File: config.mk
export PLATFORM = sky130hd
export DESIGN_NAME = monitor_irq
export DESIGN_NICKNAME = d
export VERILOG_FILES = /design/src/rtl/monitor_irq.v
export VERILOG_INCLUDE_DIRS = /design/src /design/src/rtl
export SDC_FILE = /design/constraint.sdc
export NUM_CORES = 1
export LEC_CHECK = 0
export ABC_AREA = 1
export BUFFER_PORTS_ARGS = -buffer_cell sky130_fd_sc_hd__buf_2
export CAP_MARGIN = 20
export CORE_ASPECT_RATIO = 1.75
export CORE_MARGIN = 5
export CORE_UTILIZATION = 52
export CTS_BUF_LIST = sky130_fd_sc_hd__clkbuf_8
export DETAILED_ROUTE_END_ITERATION = 8
export PLACE_DENSITY = 0.76
export SYNTH_ARGS = -nofsm -noshare
export SYNTH_HDL_FRONTEND = slang
export SYNTH_SLANG_ARGS = --single-unit
File: constraint.sdc
create_clock -name pclk -period 1.6 [get_ports pclk]
set_input_delay 0.08 -clock pclk [delete_from_list [all_inputs] [get_ports pclk]]
set_output_delay 0.08 -clock pclk [all_outputs]
set_load 0.02 [all_outputs]
File: src/rtl/monitor_irq_map.vh
// register map, reset values and timing counts of the monitor interrupt block
`ifndef MONITOR_IRQ_MAP_VH
`define MONITOR_IRQ_MAP_VH
`define CFG_IDX          8'h00
`define FLAGS_ONE_IDX    8'h01
`define FLAGS_TWO_IDX    8'h02
`define BLOCK_ONE_IDX    8'h03
`define BLOCK_TWO_IDX    8'h04
`define OUTSEL_IDX       8'h05
`define OTCFG_IDX        8'h06
`define CONV_RATE_IDX    8'h07
`define CHAN_DIS_IDX     8'h08
`define EVENTS_IDX       8'h10
`define CFG_RST          8'h08
`define FLAGS_RST        8'h00
`define BLOCK_RST        8'h00
`define OUTSEL_RST       8'h14
`define OTCFG_RST        8'h01
`define CONV_RATE_RST    8'h00
`define CHAN_DIS_RST     8'h00
`define CFG_START        0
`define CFG_INT_EN       1
`define CFG_POL          2
`define CFG_HOLD         3
`define CFG_RESET        4
`define CFG_CASE_CLR     5
`define CFG_PWR          6
`define CFG_INIT         7
`define F1_CHAIN         7
`define F2_HOT           0
`define F2_BTA           1
`define F2_CASE          4
`define F2_OT            5
`define OUTSEL_OT_EN     6
`define OUTSEL_RST_EN    7
`define OTCFG_ONETIME    2
`define PULSE_MS         10
`define CLK_MHZ          125
`define PULSE_CYCLES     (`PULSE_MS * 1000 * `CLK_MHZ)
`endif

File: src/rtl/monitor_irq.v
// interrupt collection and output control of a hardware monitor, apb slave
// ---------------------------------------------------------------------------
// Functional notes
// - low board temperature alert sets bit 1 of second flag register
// - bit 1 of second block register keeps board alert off interrupt
// - case open input flags bit 4 of flags two; block two bit 4 masks
// - config bit 5 pulls case line low at least 10 ms, then self-clears
// - low chained interrupt input sets bit 7 of first flag register
// - with config bit 1 set, chained low also asserts interrupt output
// - bit 7 of first block register masks chained input from interrupt
// - interrupt active on any unmasked source, only if config bit 1 set
// - config bit 2 sets polarity, bit 3 holds interrupt inactive
// - polarity one: active-high open source; zero: active-low open drain
// - shared pin is overtemp output only when select bit 6 high, bit 7 low
// - overtemp pin one-time mode if temp config bit 2, else comparator
// - overtemp flag bit 5 default or one-time; masked by block two bit 5
// - reading a flag register returns it then clears it
// - after clearing read, flag interrupt drops until loop updates flags again; unmasked chained low keeps it active
// - hold bit drops interrupt output, flag contents unchanged
// - while hold bit is high the monitoring loop stops
// - config bit 6 drives the power control output low
// - reset pulse on shared pin only when select bit 7 is high
// - config bit 4 gives active-low pulse of at least 10 ms, then clears
// - low tree test select enters nand tree mode, tree out on address pin
// - eight-bit pointer, zero at reset, records the register index of each access except a config write with bit 7 set
// ---------------------------------------------------------------------------
`timescale 1ns/10ps
`include "monitor_irq_map.vh"
module monitor_irq #(
  parameter PULSE_CYCLES = `PULSE_CYCLES
) (
  input  wire        pclk,
  input  wire        presetn,
  input  wire        psel,
  input  wire        penable,
  input  wire        pwrite,
  input  wire [31:0] paddr,
  input  wire [31:0] pwdata,
  output reg  [31:0] prdata,
  output reg         pready,
  output reg         pslverr,
  input  wire        board_temp_alert_n,
  input  wire        case_open_input,
  input  wire        chain_irq_n,
  input  wire        tree_test_select_n,
  input  wire [7:0]  tree_inputs,
  input  wire [6:0]  limit_events_one,
  input  wire [2:0]  limit_events_two,
  input  wire        hot_event,
  input  wire        ot_event,
  input  wire        ot_active,
  output reg         irq_out,
  output reg         irq_oe,
  output reg         case_clear_out,
  output reg         case_clear_oe,
  output reg         shared_out,
  output reg         shared_oe,
  output reg         power_ctrl_out,
  output reg         power_ctrl_oe,
  output reg         tree_test_out,
  output reg         tree_test_oe,
  output reg         monitor_run,
  output reg  [7:0]  pointer_out
);

  // ---------------------------------------------------------------------------
  // pin synchronisers
  // ---------------------------------------------------------------------------
  localparam NSYNC = 12;
  wire [NSYNC-1:0] raw_in = {tree_inputs, tree_test_select_n, chain_irq_n,
                             case_open_input, board_temp_alert_n};
  reg  [NSYNC-1:0] sync1_reg;
  reg  [NSYNC-1:0] sync2_reg;
  always @(posedge pclk or negedge presetn) begin
    if (!presetn) begin
      sync1_reg <= {NSYNC{1'b1}};
      sync2_reg <= {NSYNC{1'b1}};
    end else begin
      sync1_reg <= raw_in;
      sync2_reg <= sync1_reg;
    end
  end
  wire       bta_n_s   = sync2_reg[0];
  wire       case_s    = sync2_reg[1];
  wire       chain_n_s = sync2_reg[2];
  wire       tsel_n_s  = sync2_reg[3];
  wire [7:0] tree_s    = sync2_reg[11:4];

  // ---------------------------------------------------------------------------
  // apb decode
  // ---------------------------------------------------------------------------
  reg  [7:0] cfg_reg;
  reg  [7:0] flags_one_reg;
  reg  [7:0] flags_two_reg;
  reg  [7:0] block_one_reg;
  reg  [7:0] block_two_reg;
  reg  [7:0] outsel_reg;
  reg  [7:0] otcfg_reg;
  reg  [7:0] conv_rate_reg;
  reg  [7:0] chan_dis_reg;
  reg  [7:0] pointer_reg;
  reg  [7:0] rdata_next;
  reg        hit_next;

  wire       setup  = psel && !penable;
  wire       access = psel && penable && pready;
  wire       wr     = access && pwrite && !pslverr;
  wire       rd     = access && !pwrite && !pslverr;
  wire [7:0] idx    = paddr[9:2];
  wire       align  = (paddr[1:0] == 2'b00) && (paddr[31:10] == 22'h00_0000);
  wire [7:0] wbyte  = pwdata[7:0];

  always @* begin
    hit_next   = align;
    rdata_next = 8'h00;
    if (idx == `CFG_IDX) begin
      rdata_next = cfg_reg;
    end else if (idx == `FLAGS_ONE_IDX) begin
      rdata_next = flags_one_reg;
    end else if (idx == `FLAGS_TWO_IDX) begin
      rdata_next = flags_two_reg;
    end else if (idx == `BLOCK_ONE_IDX) begin
      rdata_next = block_one_reg;
    end else if (idx == `BLOCK_TWO_IDX) begin
      rdata_next = block_two_reg;
    end else if (idx == `OUTSEL_IDX) begin
      rdata_next = outsel_reg;
    end else if (idx == `OTCFG_IDX) begin
      rdata_next = otcfg_reg;
    end else if (idx == `CONV_RATE_IDX) begin
      rdata_next = conv_rate_reg;
    end else if (idx == `CHAN_DIS_IDX) begin
      rdata_next = chan_dis_reg;
    end else if (idx == `EVENTS_IDX) begin
      rdata_next = pointer_reg;
    end else begin
      hit_next = 1'b0;
    end
  end

  // no wait state: answer registered at setup, access completes next edge
  always @(posedge pclk or negedge presetn) begin
    if (!presetn) begin
      pready  <= 1'b0;
      pslverr <= 1'b0;
      prdata  <= 32'h0000_0000;
    end else if (setup) begin
      pready  <= 1'b1;
      pslverr <= !hit_next;
      prdata  <= {24'h00_0000, hit_next ? rdata_next : 8'h00};
    end else begin
      pready  <= 1'b0;
      pslverr <= 1'b0;
    end
  end

  wire wr_cfg = wr && idx == `CFG_IDX;
  wire init   = wr_cfg && wbyte[`CFG_INIT];
  wire rd_f1  = rd && idx == `FLAGS_ONE_IDX;
  wire rd_f2  = rd && idx == `FLAGS_TWO_IDX;

  // ---------------------------------------------------------------------------
  // pulse timers
  // ---------------------------------------------------------------------------
  reg  [20:0] case_cnt_reg;
  reg  [20:0] rst_cnt_reg;
  wire        case_done = case_cnt_reg == PULSE_CYCLES[20:0];
  wire        rst_done  = rst_cnt_reg == PULSE_CYCLES[20:0];

  always @(posedge pclk or negedge presetn) begin
    if (!presetn) begin
      case_cnt_reg <= 21'h00_0000;
      rst_cnt_reg  <= 21'h00_0000;
    end else begin
      case_cnt_reg <= cfg_reg[`CFG_CASE_CLR] && !case_done ? case_cnt_reg + 21'h00_0001
                                                          : 21'h00_0000;
      rst_cnt_reg  <= cfg_reg[`CFG_RESET] && !rst_done ? rst_cnt_reg + 21'h00_0001
                                                      : 21'h00_0000;
    end
  end

  // ---------------------------------------------------------------------------
  // registers
  // ---------------------------------------------------------------------------
  // the loop update stands still under hold so no flag sets while held
  wire       loop_go = !cfg_reg[`CFG_HOLD] && cfg_reg[`CFG_START];
  reg  [7:0] ev_one;
  reg  [7:0] ev_two;
  reg        updated_reg;
  always @* begin
    ev_one = {!chain_n_s, limit_events_one};
    ev_two = {2'b00, ot_event, case_s, limit_events_two[2:1], !bta_n_s,
              hot_event};
    if (!loop_go) begin
      ev_one = 8'h00;
      ev_two = 8'h00;
    end
  end

  always @(posedge pclk or negedge presetn) begin
    if (!presetn) begin
      cfg_reg       <= `CFG_RST;
      flags_one_reg <= `FLAGS_RST;
      flags_two_reg <= `FLAGS_RST;
      block_one_reg <= `BLOCK_RST;
      block_two_reg <= `BLOCK_RST;
      outsel_reg    <= `OUTSEL_RST;
      otcfg_reg     <= `OTCFG_RST;
      conv_rate_reg <= `CONV_RATE_RST;
      chan_dis_reg  <= `CHAN_DIS_RST;
      pointer_reg   <= 8'h00;
      updated_reg   <= 1'b0;
    end else if (init) begin
      cfg_reg       <= `CFG_RST;
      flags_one_reg <= `FLAGS_RST;
      flags_two_reg <= `FLAGS_RST;
      block_one_reg <= `BLOCK_RST;
      block_two_reg <= `BLOCK_RST;
      outsel_reg    <= `OUTSEL_RST;
      otcfg_reg     <= `OTCFG_RST;
      conv_rate_reg <= `CONV_RATE_RST;
      chan_dis_reg  <= `CHAN_DIS_RST;
      updated_reg   <= 1'b0;
    end else begin
      if (access) begin
        pointer_reg <= idx;
      end
      if (wr_cfg) begin
        cfg_reg <= {1'b0, wbyte[6:0]};
      end else begin
        if (case_done) begin
          cfg_reg[`CFG_CASE_CLR] <= 1'b0;
        end
        if (rst_done) begin
          cfg_reg[`CFG_RESET] <= 1'b0;
        end
      end
      // set wins over the clearing read
      flags_one_reg <= (rd_f1 ? 8'h00 : flags_one_reg) | ev_one;
      flags_two_reg <= ((rd_f2 ? 8'h00 : flags_two_reg) | ev_two) & 8'h3f;
      if (rd_f1 || rd_f2) begin
        updated_reg <= 1'b0;
      end else if ((ev_one | ev_two) != 8'h00) begin
        updated_reg <= 1'b1;
      end
      if (wr && idx == `BLOCK_ONE_IDX) begin
        block_one_reg <= wbyte;
      end
      if (wr && idx == `BLOCK_TWO_IDX) begin
        block_two_reg <= wbyte;
      end
      if (wr && idx == `OUTSEL_IDX) begin
        outsel_reg <= wbyte;
      end
      if (wr && idx == `OTCFG_IDX) begin
        otcfg_reg <= wbyte;
      end
      if (wr && idx == `CONV_RATE_IDX) begin
        conv_rate_reg <= wbyte;
      end
      if (wr && idx == `CHAN_DIS_IDX) begin
        chan_dis_reg <= wbyte;
      end
    end
  end

  // ---------------------------------------------------------------------------
  // overtemp pin state
  // ---------------------------------------------------------------------------
  reg ot_latch_reg;
  always @(posedge pclk or negedge presetn) begin
    if (!presetn) begin
      ot_latch_reg <= 1'b0;
    end else if (otcfg_reg[`OTCFG_ONETIME]) begin
      // one-time: latched by the event, released by a read of flags two
      ot_latch_reg <= ot_event ? 1'b1 : (rd_f2 ? 1'b0 : ot_latch_reg);
    end else begin
      ot_latch_reg <= ot_active;
    end
  end

  // ---------------------------------------------------------------------------
  // outputs
  // ---------------------------------------------------------------------------
  wire pend_one = (flags_one_reg & ~block_one_reg) != 8'h00;
  wire pend_two = (flags_two_reg & ~block_two_reg) != 8'h00;
  wire chain_live = !chain_n_s && !block_one_reg[`F1_CHAIN];
  wire irq_act = cfg_reg[`CFG_INT_EN] && !cfg_reg[`CFG_HOLD] &&
                 ((updated_reg && (pend_one || pend_two)) || chain_live);
  wire ot_mode  = outsel_reg[`OUTSEL_OT_EN] && !outsel_reg[`OUTSEL_RST_EN];
  wire rst_mode = outsel_reg[`OUTSEL_RST_EN];
  wire tree_nand = ~&tree_s;
  reg  tree_par_reg;

  always @(posedge pclk or negedge presetn) begin
    if (!presetn) begin
      irq_out        <= 1'b0;
      irq_oe         <= 1'b0;
      case_clear_out <= 1'b0;
      case_clear_oe  <= 1'b0;
      shared_out     <= 1'b0;
      shared_oe      <= 1'b0;
      power_ctrl_out <= 1'b0;
      power_ctrl_oe  <= 1'b0;
      tree_test_out  <= 1'b0;
      tree_test_oe   <= 1'b0;
      tree_par_reg   <= 1'b0;
      monitor_run    <= 1'b0;
      pointer_out    <= 8'h00;
    end else begin
      // open drain drives only low, open source only high
      irq_out        <= cfg_reg[`CFG_POL];
      irq_oe         <= irq_act;
      case_clear_out <= 1'b0;
      case_clear_oe  <= cfg_reg[`CFG_CASE_CLR];
      shared_out     <= 1'b0;
      shared_oe      <= rst_mode ? cfg_reg[`CFG_RESET] : (ot_mode && ot_latch_reg);
      power_ctrl_out <= 1'b0;
      power_ctrl_oe  <= cfg_reg[`CFG_PWR];
      // a single nand gate over all tree pins toggles on a single pin toggle while all other pins are high
      tree_par_reg   <= tree_nand;
      tree_test_out  <= tree_par_reg;
      tree_test_oe   <= !tsel_n_s;
      monitor_run    <= loop_go;
      pointer_out    <= pointer_reg;
    end
  end

endmodule

==> impl_metrics.csv <==
group,metric,value,unit
sta,relSlewSlack,65.3,%
drt,drtAntennaViolNets,0,
status,violations,"setup timing",
yosys,synthCells,939,
sta,layout_setup_ws,-0.224,ns
critical_path,cp_cell_sequence,"nand2_2, nor2_4, nand2_2, nor2_4, inv_4, nor2_8, buf_6, nand2_8, nand2_8, mux2_4",
flow_run,maxCapViolations,0,
critical_path,end_kind,"register",
worst_hold_path,hold_depth,4,
die,placementRows,60,
critical_path,slowest_stage,"dfrtp_2",
clock_network,path_clk_slew,0.11,ns
drt,m1WireLength,8.55,mm
drt,wl,25.4,mm
drt,first_iter_violations,696,
finish,final_nets,1278,
sta,maxSlewViolCount,0,
clock_network,cts_tree,"built",
placed_design,gp_congestion,1.03,
critical_path,ff2ff_path_depth,10,
finish,syn2layout_area_growth,39.6,%
yosys,ys_seq_elements,172,
sta,fmax,0.548,GHz
critical_path,r2r-end,"pointer_reg[4]",
worst_hold_path,hold_class,"primary input to register",
placed_design,placed_area,9350,µm²
drt,vias_per_cell,5.63,
critical_path,crit_type,"register to register",
yosys,yosysWarnings,0,
yosys,synth_compound_area_share,10.8,%
power,powerDensity,746,nW/µm²
sta,period_minus_slack,1.82,ns
critical_path,required,1.96,ns
yosys,synth_top_family_by_area,"simple AND/OR/NAND/NOR gates",
critical_path,r2r-start,"pready",
drt,first_pass_iters,5,
sta,setup_viol,104,
clock_network,cts_buffers,17,
yosys,synth_top_area_share,44.1,%
die,initial_core_util,53.1,%
critical_path,crit_arrival,2.19,ns
clock_network,clock_path_buffers,2,
sta,min_period_over_period,114,%
yosys,synthTopCellsByArea,"dfrtp_1 (44%), nand2_1 (11%), dfstp_2 (9.0%)",
yosys,ys_types,51,
yosys,ys_seq_area_share,53.1,%
global_routing,grt_first_pass_wirelength,37.4,mm
global_routing,grt_pass1_vias,7596,
finish,drive_gt1_share,39.9,%
finish,final_area,11400,µm²
yosys,synth.cell_area,8170,µm²
die,die_x,105,µm
yosys,ys.flop_type,"dfrtp_1",
critical_path,cp_max_fo,4,
clock_network,htree_levels,4,
yosys,synthMuxAreaShare,0.138,%
placed_design,hpwlAfterDp,16.9,mm
drt,routed-wl-met2,13.8,mm
critical_path,rrSetupSlack,-0.22,ns
drt,wl_per_cell,18.4,µm
die,dieHeight,176,µm
yosys,synth_top_area_cell,"dfrtp_1",
worst_hold_path,hold_path_end,"pointer_reg[0]",
sta,worst_slew_pin_slew,0.519,ns
clock_network,clk_latency,0.48,ns
worst_hold_path,hold_start,"paddr[2]",
status,outcome,"finished, violations left",
global_routing,track_usage,25.2,%
die,pin_count,147,
placed_design,portBuffers,94,
sta,fin_worst_skew,0.00928,ns
die,die_area,18400,µm²
sta,rsz0062_at_grt,"true",
power,vdd_ir_drop_max,581,µV
critical_path,startpoint_type,"register",
yosys,async_reset_ff_share,100,%
drt,top_layer_used,"met5",
sta,hold_violations,0,
clock_network,cts_sinks,172,
drt,num_vias,7770,
die,core,15400,µm²
finish,fin_util,74.1,%
global_routing,antenna_found_initial,2,
yosys,synth_edf_count,0,
global_routing,grt_max_degree,69,
yosys,yosys.area_share.simple,25.1,%
yosys,synth_fa_ha_area_share,0.612,%
critical_path,max_stage_delay,0.38,ns
global_routing,gr-total-overflow,0,
power,static-leakage-power,0.00534,µW
drt,wl_met3,1.29,mm
clock_network,root_buffer,"clkbuf_8",
yosys,avgSynthCellArea,8.70,µm²
yosys,synthXorXnorAreaFrac,1.29,%
drt,post-route-drc-count,0,
[stage by stage]
stage	power [µW]	std cells	hold slack, ns	setup slack (ns)	TNS [ns]
finish	8510	1380	0.0682	-0.224	-12.16
CTS	8460	1356	0.0262	-0.0658	-0.661
detailed placement	5220	1280	0.0705	-0.159	-3.38
floorplan	4920	965	-0.216	-0.0452	-0.195
global placement	5210	1280	0.0687	-0.0910	-2.25
global route	8790	1380	0.0684	-0.300	-19.46
[worst max-delay path: cells and delay by family (launching register included)]
kind | cells | cell delay (ns)
multiplexers | 1 | 0.30
flip-flops | 1 | 0.38
buffers and inverters | 2 | 0.22
AND/OR/NAND/NOR | 7 | 0.81
[synthesized netlist by cell type, types with 3 or more instances]
cell and number:
nand2_4 3, nand2_1 242, a21oi_1 49, o2111ai_1 4
or2_2 5, xor2_1 7, o21ai_1 32, nand3_1 36
clkbuf_1 3, nand4_1 30, ha_1 4, buf_2 6
or2_0 5, nor3_1 20, inv_2 9, o32ai_1 3
nor4_1 13, o22ai_1 6, nor2_1 65, nor2_2 6
o21ai_0 31, o21ai_2 15, buf_6 7, dfstp_2 28
buf_4 28, nand2_2 10, dfrtp_1 144, xnor2_1 5
inv_1 93
[logic make-up (layout without fill, tap and decap cells)]
group,after synthesis,in the layout
compound gates,151,151
xor+xnor,12,12
fa+ha+maj,4,4
buf+inv,150,377
flops,172,172
mux,1,1
other cells,1,28
simple gates,448,449
[timing repair]
item,in CTS,in global routing
resized for setup,31,235
hold endpoints to repair,253,0
hold buffers,41,0
endpoints found under the setup margin,76,114
gates cloned,0,7
pin swaps,0,58
setup buffers,3,18
[layer usage]
| layer | vias up | track usage [%] |
|---|---|---|
| met5 | - | 0 |
| met3 | 132 | 4.67 |
| met2 | 378 | 45.1 |
| met4 | 2 | 15.2 |
| met1 | 3729 | 27.2 |
| li1 | 3529 | - |
[how the worst max path moves through the flow]
stage                     from                to  slack [ns]  cells after the start
6_report                pready    pointer_reg[4]       -0.22                     10
5_1_grt         rst_cnt_reg[0]   rst_cnt_reg[18]       -0.30                     10
4_1_cts         rst_cnt_reg[0]   rst_cnt_reg[16]       -0.07                      9
3_5_place_dp   case_cnt_reg[1]  case_cnt_reg[20]       -0.16                      9
3_3_place_gp          paddr[4]         prdata[2]       -0.09                     10
2_1_floorplan           pready  conv_rate_reg[7]       -0.05                     12
[cell usage in the layout (no fill, tap or decap), drive strengths merged, types with 2 or more instances in the layout]
cell type	instances
nand2	256
buf	194
dfrtp	144
inv	109
o21ai	78
nor2	75
a21oi	49
dlygate4sd3	41
nand3	37
nand4	30
dfstp	28
conb	27
nor3	23
clkbuf	19
clkinv	13
nor4	13
or2	10
xor2	7
o22ai	6
xnor2	5
o2111ai	4
ha	4
o32ai	3
o21a	2
a31oi	2
a221oi	2
o211ai	2
nor3b	2
o41ai	2
[report_power, final]
| group | switching, µW | total [µW] | internal, µW | leakage, µW |
|---|---|---|---|---|
| Sequential | 74.2 | 4570 | 4490 | 0.00222 |
| Clock | 1990 | 3210 | 1220 | 0.000210 |
| Combinational | 457 | 741 | 284 | 0.00291 |
[layout make-up]
type                            count  area (µm²)
Tap cell                          186         233
Fill cell                         973        3980
Clock inverter                     15         200
Timing Repair Buffer              237        1840
Inverter                          105         462
Sequential cell                   172        4340
Antenna cell                        1        2.50
Multi-Input combinational cell    644        4060
Timing Repair inverter              3        36.3
Clock buffer                       17         234
(Power assumes the default switching activity.)
